### config.mk
export PLATFORM = sky130hd
export DESIGN_NAME = icrw_top
export DESIGN_NICKNAME = d
export VERILOG_FILES = /design/src/core/icrw_pkg.sv /design/src/core/icrw_channel.sv /design/src/core/icrw_top.sv
export VERILOG_INCLUDE_DIRS = /design/src /design/src/core
export SDC_FILE = /design/constraint.sdc
export NUM_CORES = 1
export LEC_CHECK = 0
export BUFFER_PORTS_ARGS = -buffer_cell sky130_fd_sc_hd__buf_2
export CELL_PAD_IN_SITES_DETAIL_PLACEMENT = 1
export CELL_PAD_IN_SITES_GLOBAL_PLACEMENT = 1
export CORE_UTILIZATION = 35
export DETAILED_ROUTE_END_ITERATION = 10
export HOLD_SLACK_MARGIN = 0.03
export PLACE_DENSITY_LB_ADDON = 0.15
export SYNTH_ARGS = -nofsm -noshare
export SYNTH_HDL_FRONTEND = slang
export SYNTH_HIERARCHICAL = 1
export SYNTH_SLANG_ARGS = --single-unit
### constraint.sdc
create_clock -name core_clk -period 1.68 [get_ports core_clk]
set_input_delay 0.252 -clock core_clk [delete_from_list [all_inputs] [get_ports core_clk]]
set_output_delay 0.252 -clock core_clk [all_outputs]
set_load 0.02 [all_outputs]
### src/core/icrw_map.svh
`ifndef ICRW_MAP_SVH
`define ICRW_MAP_SVH

// ---------------------------------------------------------------
// timing figures and derived counts (core_clk at 50 MHz)
// ---------------------------------------------------------------
`define ICRW_CLK_MHZ          50
`define ICRW_PULSE_NS         1
`define ICRW_REFRESH_US       1
`define ICRW_WATCHDOG_US      5
`define ICRW_SETTLE_US        1
// a 1 ns pulse is far below one 20 ns cycle, so it becomes one cycle
`define ICRW_PULSE_CYC        1
// idle time before a refresh: least time, rounded up
`define ICRW_REFRESH_CYC      (`ICRW_REFRESH_US * `ICRW_CLK_MHZ)
// watchdog time: longest time, rounded down
`define ICRW_WATCHDOG_CYC     (`ICRW_WATCHDOG_US * `ICRW_CLK_MHZ)
`define ICRW_SETTLE_CYC       (`ICRW_SETTLE_US * `ICRW_CLK_MHZ)
`define ICRW_CNT_W            16
// reset value of every channel encoder and decoder
`define ICRW_OUT_RST          1'h0

`endif

### src/core/icrw_pkg.sv
package icrw_pkg;

  // one coupled pulse: set or reset request for a decoder
  typedef struct packed {
    logic set;
    logic rst;
  } icrw_pulse_t;

  // side power states
  typedef enum logic [1:0] {
    ICRW_LOCKED,
    ICRW_ACTIVE
  } icrw_side_t;

endpackage : icrw_pkg

### src/core/icrw_channel.sv
`timescale 1ns/100ps
`include "icrw_map.svh"

// one isolated channel: encoder on the input side, latch and
// watchdog on the output side
module icrw_channel #(
  parameter int REFRESH_CYC  = `ICRW_REFRESH_CYC,
  parameter int WATCHDOG_CYC = `ICRW_WATCHDOG_CYC
) (
  input  wire logic core_clk,
  input  wire logic rst,
  input  wire logic tx_active,
  input  wire logic rx_active,
  input  wire logic din,
  output logic      dout
);

  // ---------------------------------------------------------------
  // input-side encoder
  // ---------------------------------------------------------------
  logic                     din_q, din_d;
  logic [`ICRW_CNT_W-1:0]   idle_q, idle_d;
  icrw_pkg::icrw_pulse_t    pls_q, pls_d;

  // level to set or reset request, shared by edges and refreshes
  function automatic icrw_pkg::icrw_pulse_t pulse_of(input logic lvl);
    icrw_pkg::icrw_pulse_t p;
    p.set = lvl;
    p.rst = !lvl;
    return p;
  endfunction : pulse_of

  // edges make a one-cycle pulse, idle input is refreshed
  always_comb begin
    din_d  = din;
    idle_d = idle_q;
    pls_d  = '0;
    if (!tx_active) begin
      din_d  = `ICRW_OUT_RST;
      idle_d = '0;
    end else if (din != din_q) begin
      pls_d     = pulse_of(din);
      idle_d    = '0;
    end else if (idle_q >= `ICRW_CNT_W'(REFRESH_CYC - 1)) begin
      pls_d     = pulse_of(din);
      idle_d    = '0;
    end else begin
      idle_d = idle_q + `ICRW_CNT_W'(1);
    end
  end

  always_ff @(posedge core_clk) begin
    if (rst) begin
      din_q  <= `ICRW_OUT_RST;
      idle_q <= '0;
      pls_q  <= '0;
    end else begin
      din_q  <= din_d;
      idle_q <= idle_d;
      pls_q  <= pls_d;
    end
  end

  // ---------------------------------------------------------------
  // output-side bistable decoder with watchdog
  // ---------------------------------------------------------------
  logic                     lat_q, lat_d;
  logic [`ICRW_CNT_W-1:0]   wd_q, wd_d;

  // pulses arriving while the receiver is locked are dropped
  always_comb begin
    lat_d = lat_q;
    wd_d  = wd_q;
    if (!rx_active) begin
      lat_d = `ICRW_OUT_RST;
      wd_d  = '0;
    end else if (pls_q.set || pls_q.rst) begin
      lat_d = pls_q.set;
      wd_d  = '0;
    end else if (wd_q >= `ICRW_CNT_W'(WATCHDOG_CYC - 1)) begin
      lat_d = `ICRW_OUT_RST;
    end else begin
      wd_d = wd_q + `ICRW_CNT_W'(1);
    end
  end

  always_ff @(posedge core_clk) begin
    if (rst) begin
      lat_q <= `ICRW_OUT_RST;
      wd_q  <= '0;
    end else begin
      lat_q <= lat_d;
      wd_q  <= wd_d;
    end
  end

  assign dout = lat_q;

endmodule : icrw_channel

### src/core/icrw_top.sv
`timescale 1ns/100ps
`include "icrw_map.svh"

// ---------------------------------------------------------------
// ---------------------------------------------------------------
module icrw_top #(
  parameter int FWD_CH       = 2,
  parameter int REV_CH       = 2,
  parameter int REFRESH_CYC  = `ICRW_REFRESH_CYC,
  parameter int WATCHDOG_CYC = `ICRW_WATCHDOG_CYC
) (
  input  wire logic              core_clk,
  input  wire logic              rst,
  input  wire logic              primary_supply_ok,
  input  wire logic              isolated_secondary_supply_ok,
  input  wire logic              sec_in_regulation,
  input  wire logic              sec_pwm,
  input  wire logic [FWD_CH-1:0] pri_din,
  input  wire logic [REV_CH-1:0] sec_din,
  output logic      [FWD_CH-1:0] sec_dout,
  output logic      [FWD_CH-1:0] sec_dout_oe_n,
  output logic      [REV_CH-1:0] pri_dout,
  output logic      [REV_CH-1:0] pri_dout_oe_n,
  output logic                   osc_en,
  output logic                   pri_lockout,
  output logic                   sec_lockout
);

  // ---------------------------------------------------------------
  // supply lockout state of each side
  // ---------------------------------------------------------------
  icrw_pkg::icrw_side_t pri_st_q, pri_st_d;
  icrw_pkg::icrw_side_t sec_st_q, sec_st_d;
  logic                 pri_lo_q, pri_lo_d;
  logic                 sec_lo_q, sec_lo_d;
  logic                 pri_act, sec_act;

  // supply level to side state, one rule for both sides
  function automatic icrw_pkg::icrw_side_t side_next(input logic supply_ok);
    icrw_pkg::icrw_side_t st;
    st = icrw_pkg::ICRW_LOCKED;
    if (supply_ok) begin
      st = icrw_pkg::ICRW_ACTIVE;
    end
    return st;
  endfunction : side_next

  // side state to activity flag
  function automatic logic side_up(input icrw_pkg::icrw_side_t st);
    return st == icrw_pkg::ICRW_ACTIVE;
  endfunction : side_up

  // the secondary follows its own supply input only; a separate
  // lockout register keeps those pins straight from a flip-flop
  always_comb begin
    pri_st_d = side_next(primary_supply_ok);
    sec_st_d = side_next(isolated_secondary_supply_ok);
    pri_lo_d = !side_up(pri_st_d);
    sec_lo_d = !side_up(sec_st_d);
  end

  // state and lockout registers, both sides start locked
  always_ff @(posedge core_clk) begin
    if (rst) begin
      pri_st_q <= icrw_pkg::ICRW_LOCKED;
      sec_st_q <= icrw_pkg::ICRW_LOCKED;
      pri_lo_q <= 1'h1;
      sec_lo_q <= 1'h1;
    end else begin
      pri_st_q <= pri_st_d;
      sec_st_q <= sec_st_d;
      pri_lo_q <= pri_lo_d;
      sec_lo_q <= sec_lo_d;
    end
  end

  // activity seen by channels and pins
  assign pri_act = side_up(pri_st_q);
  assign sec_act = side_up(sec_st_q);

  // ---------------------------------------------------------------
  // channels: forward primary to secondary, reverse the other way
  // ---------------------------------------------------------------
  logic [FWD_CH-1:0] fwd_out;
  logic [REV_CH-1:0] rev_out;

  // forward: primary encodes, secondary decodes
  for (genvar i = 0; i < FWD_CH; i++) begin : g_fwd
    icrw_channel #(
      .REFRESH_CYC  (REFRESH_CYC),
      .WATCHDOG_CYC (WATCHDOG_CYC)
    ) u_ch (
      .core_clk  (core_clk),
      .rst       (rst),
      .tx_active (pri_act),
      .rx_active (sec_act),
      .din       (pri_din[i]),
      .dout      (fwd_out[i])
    );
  end

  // reverse: secondary encodes, primary decodes
  for (genvar j = 0; j < REV_CH; j++) begin : g_rev
    icrw_channel #(
      .REFRESH_CYC  (REFRESH_CYC),
      .WATCHDOG_CYC (WATCHDOG_CYC)
    ) u_ch (
      .core_clk  (core_clk),
      .rst       (rst),
      .tx_active (sec_act),
      .rx_active (pri_act),
      .din       (sec_din[j]),
      .dout      (rev_out[j])
    );
  end

  // ---------------------------------------------------------------
  // secondary pins
  // ---------------------------------------------------------------
  logic [FWD_CH-1:0] sec_dout_q, sec_dout_d;
  logic [FWD_CH-1:0] sec_oe_n_q, sec_oe_n_d;

  // a locked side floats and reads low, enable low means driven;
  // gating here too so no stale latch value leaks at power-up
  always_comb begin
    sec_dout_d = '0;
    sec_oe_n_d = '1;
    if (sec_act) begin
      sec_dout_d = fwd_out;
      sec_oe_n_d = '0;
    end
  end

  // secondary pin registers
  always_ff @(posedge core_clk) begin
    if (rst) begin
      sec_dout_q <= '0;
      sec_oe_n_q <= '1;
    end else begin
      sec_dout_q <= sec_dout_d;
      sec_oe_n_q <= sec_oe_n_d;
    end
  end

  // ---------------------------------------------------------------
  // primary pins
  // ---------------------------------------------------------------
  logic [REV_CH-1:0] pri_dout_q, pri_dout_d;
  logic [REV_CH-1:0] pri_oe_n_q, pri_oe_n_d;

  // same gating; low until the secondary sends data
  always_comb begin
    pri_dout_d = '0;
    pri_oe_n_d = '1;
    if (pri_act) begin
      pri_dout_d = rev_out;
      pri_oe_n_d = '0;
    end
  end

  // primary pin registers
  always_ff @(posedge core_clk) begin
    if (rst) begin
      pri_dout_q <= '0;
      pri_oe_n_q <= '1;
    end else begin
      pri_dout_q <= pri_dout_d;
      pri_oe_n_q <= pri_oe_n_d;
    end
  end

  // ---------------------------------------------------------------
  // power oscillator control
  // ---------------------------------------------------------------
  logic osc_q, osc_d;

  // free run until regulation, then follow the pwm gate; the gate
  // lands one cycle late, the price of a registered pin
  always_comb begin
    if (!pri_act) begin
      osc_d = 1'h0;
    end else if (!sec_act || !sec_in_regulation) begin
      osc_d = 1'h1;
    end else begin
      osc_d = sec_pwm;
    end
  end

  // oscillator enable register, off through reset
  always_ff @(posedge core_clk) begin
    if (rst) begin
      osc_q <= 1'h0;
    end else begin
      osc_q <= osc_d;
    end
  end

  // ---------------------------------------------------------------
  // output pins, each straight from its register
  // ---------------------------------------------------------------
  assign sec_dout      = sec_dout_q;
  assign pri_dout      = pri_dout_q;
  assign sec_dout_oe_n = sec_oe_n_q;
  assign pri_dout_oe_n = pri_oe_n_q;
  assign osc_en        = osc_q;
  assign pri_lockout   = pri_lo_q;
  assign sec_lockout   = sec_lo_q;

endmodule : icrw_top

* Word-level counts from Yosys, hierarchy flattened *
Cells that the tools add are included.

word-level totals
  logic and storage cells = 107
  bits in registers = 159
  output and inout bits = 11
  input port bits = 10

cells by class
  $lt $le $gt $ge = 8
  eq/ne operators = 8
  bitwise logic cells = 2
  add/sub/neg operators = 8
  reductions and logical operators = 27
  muxes and demuxes = 21

operators by type and width
  cell                                                                                   number
  16-bit by 1-bit adder with 16-bit output (second input constant)                       8
  16-bit by 6-bit greater-or-equal comparator with 1-bit output (second input constant)  4
  16-bit by 8-bit greater-or-equal comparator with 1-bit output (second input constant)  4
  2-bit 2-to-1 mux                                                                       10
  4-bit OR reduction                                                                     4
  3-bit OR reduction                                                                     4
  1-bit 2-to-1 mux                                                                       11
  2-bit by 1-bit == test with 1-bit output (second input constant)                       4
  1-bit zero test                                                                        8
  2-bit nonzero test                                                                     4
  1-bit logical OR                                                                       5
  1-bit inequality test                                                                  4
  2-bit OR reduction                                                                     2
  1-bit NOT                                                                              2

* Depth between registers and ports, before layout *
Gate-level depths: netlist of the first run.

  word-level depth = 4
  depth in mapped cells = 7
  gate-level depth less buffers = 6

* Cells and area by module *
The synthesis of the first run kept the hierarchy.

by module, submodules not included
  module        instances  seq. area each (um^2)  area an instance (um^2)  cells each
  icrw_channel  4          720.7                  1312.5                   127
  icrw_top      1          220.2                  321.6                    29

* Least setup slack after synthesis of the first run *
Ideal clock, no wire load.

  path kind = flip-flop to flip-flop
  start = reg g_rev[0].u_ch.idle_q[1]
  end = reg g_rev[0].u_ch.idle_q[2]
  cell stages (with the launch flop) = 8
  clock period less this slack = 1.586 ns
  setup time = 0.064 ns
  arrival = 1.522 ns
  required time = 1.616 ns
  setup slack = 0.094 ns
  path buffers = 1
  cells stage by stage = dfxtp_1 inv_1 ha_1 nor4b_1 o2111ai_1 or3_1 buf_2 nor2_1

on the way
  word-level cells in the longest chain between the ends = 2
  elaborated cells between the ends (all ways) = 3
  classes of those cells = 1 x add/sub; 1 x order compare; 1 x reduce/logical

ends and longest elaborated chain
  item                                                           RTL line            RTL
  from (decl)                                                    icrw_channel.sv:22  logic [`ICRW_CNT_W-1:0] idle_q, idle_d;
  from (signal assigned)                                         icrw_channel.sv:59  idle_q <= idle_d;
  16-bit by 6-bit greater-or-equal comparator with 1-bit output  icrw_channel.sv:44  end else if (idle_q >= `ICRW_CNT_W'(REFRESH_CYC - 1)) begin
  4-bit OR reduction (no source line)                            --

Parallel ways exist; a longest one is shown, timed or not.
A chain may end at the register's enable or synchronous reset.

* Worst setup path in the final report of the first run *
  start = reg g_rev[1].u_ch.idle_q[0]
  end = reg g_rev[1].u_ch.idle_q[0]

on the way
  word-level cells in the longest chain between the ends = 2
  elaborated cells between the ends (all ways) = 3
  classes of those cells = 1 x add/sub; 1 x order compare; 1 x reduce/logical

ends and longest elaborated chain
  item                                                           RTL line
  from (decl)                                                    icrw_channel.sv:22
  from (signal assigned)                                         icrw_channel.sv:59
  16-bit by 6-bit greater-or-equal comparator with 1-bit output  icrw_channel.sv:44
  4-bit OR reduction (no source line)                            --

Parallel ways exist; a longest one is shown, timed or not.

==> metrics, run 1 <==
status=finished with violations; failing checks=negative setup slack; die extent in x=128 µm; Synth area leaders=dfxtp_1 56%, ha_1 5.4%, nor2_1 3.5%, and2_1 3.1%, nor4_4 3.1%; antenna-violating nets left=0; first-pass GRT wire length=19300 µm; reg-to-reg endpoint=g_rev[1].u_ch/idle_q[0]; Final WS setup=-0.00900 ns; via/cell ratio=between 4 and 5; Clk pwr share=0.508; Logic pwr share=0.023; H-tree levels=4; Hold Crit Start=pri_din[1]; drt pass-1 iters=4; Critical R2R Launch=g_rev[1].u_ch/idle_q[0]; dpl hpwl=7690 µm; GPL Wtd Cong=approximately 0.75; Main synth FF type=dfxtp_1; CORE AREA=15400 µm²; I/O pins=21; sequential power share=0.470; drc violations=0; max_slew headroom=0.658; Yosys warnings=6; CP max FO=6; Final min period=1.69 ns; PD cells=1110 nW/µm²; Internal Power=6400 µW; initial detailed-routing violation count=117; Least-Margin Pin Slew=0.512 ns; kind of critical path=flip-flop to flip-flop; IO Port Bufs=20; final core occ=0.471; Fin. Hold Viols=0; leading area contributor after synthesis=dfxtp_1; clock slew at reported path FFs=roughly 0.06 ns; Mapped Avg Cell Area=10.4 µm²; post-synth top area share=0.557; vias in the first global route=4277; Psw=between 1500 and 2000 µW; WHS Path Cells=2; Post-Syn Area=around 5600 µm²; ant diodes=0; R2R cell count=6; setup_tns=-0.00900 ns; total grt overflow=0; CP startpoint kind=flip-flop; fin nets=679; clock sink count=155; worst reg-to-reg setup slack=-0.009 ns; setup skew after layout=slightly below 0.005 ns; Synth Register Bits=155; Maximum Capacitance Violations=0; Layout area overhead=29.9%; LEAKAGE=0.00288 µW; via count=4013; final worst-path cycle share=1.01; worst vdd ir=0.000834 V; Max Slew Vio Count=0; WP data arrival=2.04 ns; WHS Endpoint=g_fwd[1].u_ch/pls_q[0]; Req. time, crit path=about 2 ns; CTS buffer count=17; GRT Total Usage=0.151; unrepaired setup endpoints after global routing=true; Mapped Cells=537; distinct cell type count after synthesis=33; CTS tree=built; Max Root-Sink Buffers=2; share of layout cells above drive strength 1=0.237; largest net degree at the start of global routing=17; top-count cell post-synth=dfxtp_1; Synth async-reset ratio=0; Synth top cells by count=155 x dfxtp_1, 52 x nor2_1, 43 x inv_1; Die Area=about 16000 µm²; EDFF count, synth=0; Core Rows=45; critical path capture point type=flip-flop; Die Span Y=128 µm; Hold WC Path Type=input pin to flip-flop; Final setup violation count=1; initial antenna violation count=0; DRT Wirelength=approximately 11000 µm; register area share after synthesis=0.557; Net Sw Frac=0.205; CTS root buf=clkbuf_16; Highest Clock Rate=0.592 GHz; starting density of the core=0.362; Clock Latency Late Sink=0.42 ns; Wirelength per Cell=13.1 µm
[logic make-up (layout without fill, tap and decap cells)]
| logic type | count (synthesis) | count (layout) | synth area share |
|---|---|---|---|
| buf+inv | 53 | 138 | 0.0379 |
| xor+xnor | 24 | 24 | 0.0377 |
| simple gates | 212 | 212 | 0.228 |
| fa+ha+maj | 24 | 24 | 0.0539 |
| other cells | 4 | 40 | 0.00269 |
| flops | 155 | 155 | 0.557 |
| compound gates | 65 | 65 | 0.0831 |
[registers in the layout, indices dropped and copies added, names as in the netlist]
signal / count
g_rev.u_ch/dout: 2
pri_dout_oe_n: 1
pri_dout: 2
pri_st_q: 1
pri_lockout: 1
g_rev.u_ch/din_q: 2
g_rev.u_ch/idle_q: 32
g_fwd.u_ch/idle_q: 32
g_fwd.u_ch/din_q: 2
g_fwd.u_ch/dout: 2
g_rev.u_ch/pls_q: 4
osc_en: 1
sec_dout_oe_n: 1
sec_st_q: 1
g_fwd.u_ch/pls_q: 4
g_fwd.u_ch/wd_q: 32
g_rev.u_ch/wd_q: 32
sec_lockout: 1
sec_dout: 2
[layer usage]
metal  GRT usage  vias up  part of all wire
met5           0        -                 0
met4      0.0657        0             0.015
met3      0.0480       16             0.027
met2       0.256       38              0.50
met1       0.174     1962              0.46
li1            -     1997                 -
[power by group through the flow]
stage	logic (µW)	clock network, µW	registers [µW]
after global routing	209	4380	3780
after floorplan	82.3	0	3860
after global placement	163	0	3860
after CTS	179	4210	3780
final	183	4090	3780
after detailed placement	167	0	3860
[critical path, stage by stage, from the launching register on]
cell	delay, ns
dfxtp_4	0.37
inv_1	0.06
ha_1	0.16
nor4b_4	0.22
o2111ai_2	0.18
or3_4	0.49
nor2_2	0.14
[worst max-delay path by stage]
stage / slack [ns] / start / cells past startpoint / endpoint
global placement: 0.02 / g_fwd[0].u_ch/idle_q[1] / 6 / g_fwd[0].u_ch/idle_q[2]
global route: -0.13 / g_rev[0].u_ch/wd_q[0] / 6 / g_rev[0].u_ch/dout
CTS: 0.001 / g_rev[1].u_ch/idle_q[1] / 6 / g_rev[1].u_ch/idle_q[3]
floorplan: 0.09 / g_rev[0].u_ch/idle_q[1] / 7 / g_rev[0].u_ch/idle_q[2]
detailed placement: -0.11 / g_fwd[0].u_ch/idle_q[1] / 6 / g_fwd[0].u_ch/idle_q[2]
finish: -0.009 / g_rev[1].u_ch/idle_q[0] / 6 / g_rev[1].u_ch/idle_q[0]
[stage by stage]
| stage | setup slack [ns] | cells | hold WS (ns) | area, µm² | power, µW |
|---|---|---|---|---|---|
| CTS | 0.00117 | 855 | 0.0362 | 6930 | 8170 |
| floorplan | 0.0942 | 573 | 0.330 | 5710 | 3950 |
| global placement | 0.0191 | 816 | 0.422 | 6190 | 4020 |
| global route | -0.133 | 869 | 0.0455 | 7240 | 8380 |
| detailed placement | -0.106 | 816 | 0.419 | 6190 | 4030 |
| finish | -0.00900 | 869 | 0.0617 | 7240 | 8050 |
[final cells by class]
class	instances	area (µm²)
Clock buffer	19	453
Clock inverter	13	191
Fill cell	1705	8140
Inverter	43	161
Multi-Input combinational cell	365	2600
Sequential cell	155	3120
Tap cell	211	264
Timing Repair Buffer	63	448
[layout by cell type (no fill, tap or decap), types with 4 or more instances in the layout]
master	count
a21oi_1	19
and2_1	28
and2_2	4
and3_1	12
buf_2	20
buf_4	37
bufinv_16	4
clkbuf_16	17
clkinv_4	4
conb_1	40
dfxtp_1	143
dfxtp_2	11
dlygate4sd3_1	5
ha_1	21
inv_1	40
nand2_1	24
nand3_1	16
nand4_1	16
nor2_1	42
nor2_2	9
nor3_1	4
nor3b_1	5
nor4_1	8
nor4_4	8
o2111ai_2	4
o211a_1	4
o21a_1	4
o21ai_0	24
o311ai_2	4
or3_1	15
or3_4	5
or4_1	4
xnor2_1	12
xor2_1	12
[repair_timing]
| item | CTS | global route |
|---|---|---|
| pin swaps | 4 | 36 |
| gates resized for setup | 6 | 48 |
| hold buffers | 5 | 0 |
| setup endpoints to repair | 26 | 43 |
| setup buffers | 2 | 14 |
| hold endpoints to repair | 5 | 0 |
No activity file was read; power rests on OpenSTA's default activity.
==> run 2: changes to the inputs <==
==> constraint.sdc (replaced) <==
create_clock -name core_clk -period 1.68 [get_ports core_clk]
set_input_delay 0.336 -clock core_clk [delete_from_list [all_inputs] [get_ports core_clk]]
set_output_delay 0.336 -clock core_clk [all_outputs]
set_load 0.02 [all_outputs]
==> metrics, run 2 (same netlist as run 1, synthesis figures left out) <==
status=finished, final reports clean; initial antenna violation count=0; drc violations=0; Wirelength per Cell=12.4 µm; initial detailed-routing violation count=94; DRT Wirelength=~11000 µm; vias in the first global route=between 4000 and 5000; kind of critical path=flip-flop to flip-flop; Highest Clock Rate=0.611 GHz; GRT Total Usage=0.144; CTS buffer count=17; Fin. Hold Viols=0; via/cell ratio=4.51; largest net degree at the start of global routing=17; total grt overflow=0; Req. time, crit path=roughly 2 ns; Final min period=1.64 ns; LEAKAGE=0.00284 µW; hold_ws=0.111 ns; unrepaired setup endpoints after global routing=true; Least-Margin Pin Slew=0.509 ns; Most Crowded Layer GR=met2; ant diodes=0; CTS root buf=clkbuf_16; Placed Instances=816; starting density of the core=0.362; via count=3866; final worst-path cycle share=0.975; IO Port Bufs=20; Core Rows=45; PD cells=~1100 nW/µm²; Die Span Y=128 µm; CORE AREA=15400 µm²; critical path capture point type=flip-flop; met3 usage=0.0522; clock sink count=between 150 and 200; Layout area overhead=26.7%; Max Slew Vio Count=0; die extent in x=128 µm; WP data arrival=2.00 ns; Die Area=16400 µm²; CP startpoint kind=flip-flop; max_slew headroom=0.660; clock slew at reported path FFs=0.06 ns; drt pass-1 iters=4; H-tree levels=4; share of layout cells above drive strength 1=0.213; GPL Wtd Cong=~0.72; most frequent cells in the layout=148 x dfxtp_1, 42 x inv_1, 41 x nor2_1, 40 x conb_1, 32 x buf_4; commonest non-fill, non-tap cell in the layout=dfxtp_1; GRT met1 Usage=0.174; Clock Latency Late Sink=approximately 0.42 ns; Final setup violation count=0; Hold WC Path Type=input pin to flip-flop; dpl hpwl=7570 µm; met2 Usage GRT=0.231; setup skew after layout=about 0.008 ns; Max Root-Sink Buffers=2; Maximum Capacitance Violations=0; worst vdd ir=0.000741 V; first-pass GRT wire length=roughly 18000 µm; CTS tree=built; fin nets=668; final non-filler cell total=858; antenna-violating nets left=0; CP max FO=6; I/O pins=21; final core occ=0.459
==> run 2: cell count changes in the layout (fill, tap and decap cells not counted), moves of 3 or more <==
cell           delta
clkbuf_1          +3
buf_4             -5
clkinv_4          -3
dfxtp_2           -4
dfxtp_1           +5
dlygate4sd3_1     -5
==> run 2: timing repair <==
action	4_1_cts	5_1_grt
buffers inserted	0	10
hold buffers	0	0
gates resized for setup	7	36
gates cloned	0	0
setup endpoints to repair	25	41
pin swaps	0	30
==> run 2: area by class of cell <==
| type | instances | area (µm²) |
|---|---|---|
| timing repair buffer | 52 | 340 |
| inverter | 43 | 161 |
| sequential | 155 | 3110 |
| clock buffer | 22 | 464 |
| fill | 1708 | 8310 |
| tap | 211 | 264 |
| multi-input combinational | 365 | 2580 |
| clock inverter | 10 | 139 |
==> run 2: power by group <==
part	leakage, µW	switching, µW	internal (µW)
Combinational	0.00127	103	67.1
Clock	0.000295	1450	2420
Sequential	0.00127	31.1	3750
Total	0.00284	1590	6240
==> run 2: stage by stage <==
step	setup TNS, ns	instance area (µm²)	total power, µW	setup slack (ns)
3_3_place_gp	0	6190	4020	0.0335
2_1_floorplan	0	5710	3950	0.0942
6_report	0	7060	7820	0.0422
5_1_grt	-0.424	7060	8170	-0.0858
3_5_place_dp	-0.989	6190	4030	-0.108
4_1_cts	0	6830	7940	0.00394
==> run 2: final timing paths <==
path                            from                       to  slack [ns]  cells after the start
min reg2reg       g_fwd[0].u_ch/dout              sec_dout[0]        0.44                      2
max          g_fwd[1].u_ch/idle_q[1]  g_fwd[1].u_ch/idle_q[4]        0.04                      6
min                primary_supply_ok              pri_lockout        0.11                      2
max reg2reg  g_fwd[1].u_ch/idle_q[1]  g_fwd[1].u_ch/idle_q[4]        0.04                      6
==> run 2: critical path, stage by stage, from the launching register on <==
cell       delay [ns]
dfxtp_2          0.32
inv_1            0.06
ha_1             0.19
nor4b_2          0.28
o2111ai_2        0.17
or3_4            0.45
nor2_1           0.11
==> run 2: per-layer routing <==
layer	up-vias	wire (µm)
li1	1972	-
met1	1854	5090
met4	0	122
met3	10	340
met5	-	0
met2	30	5130
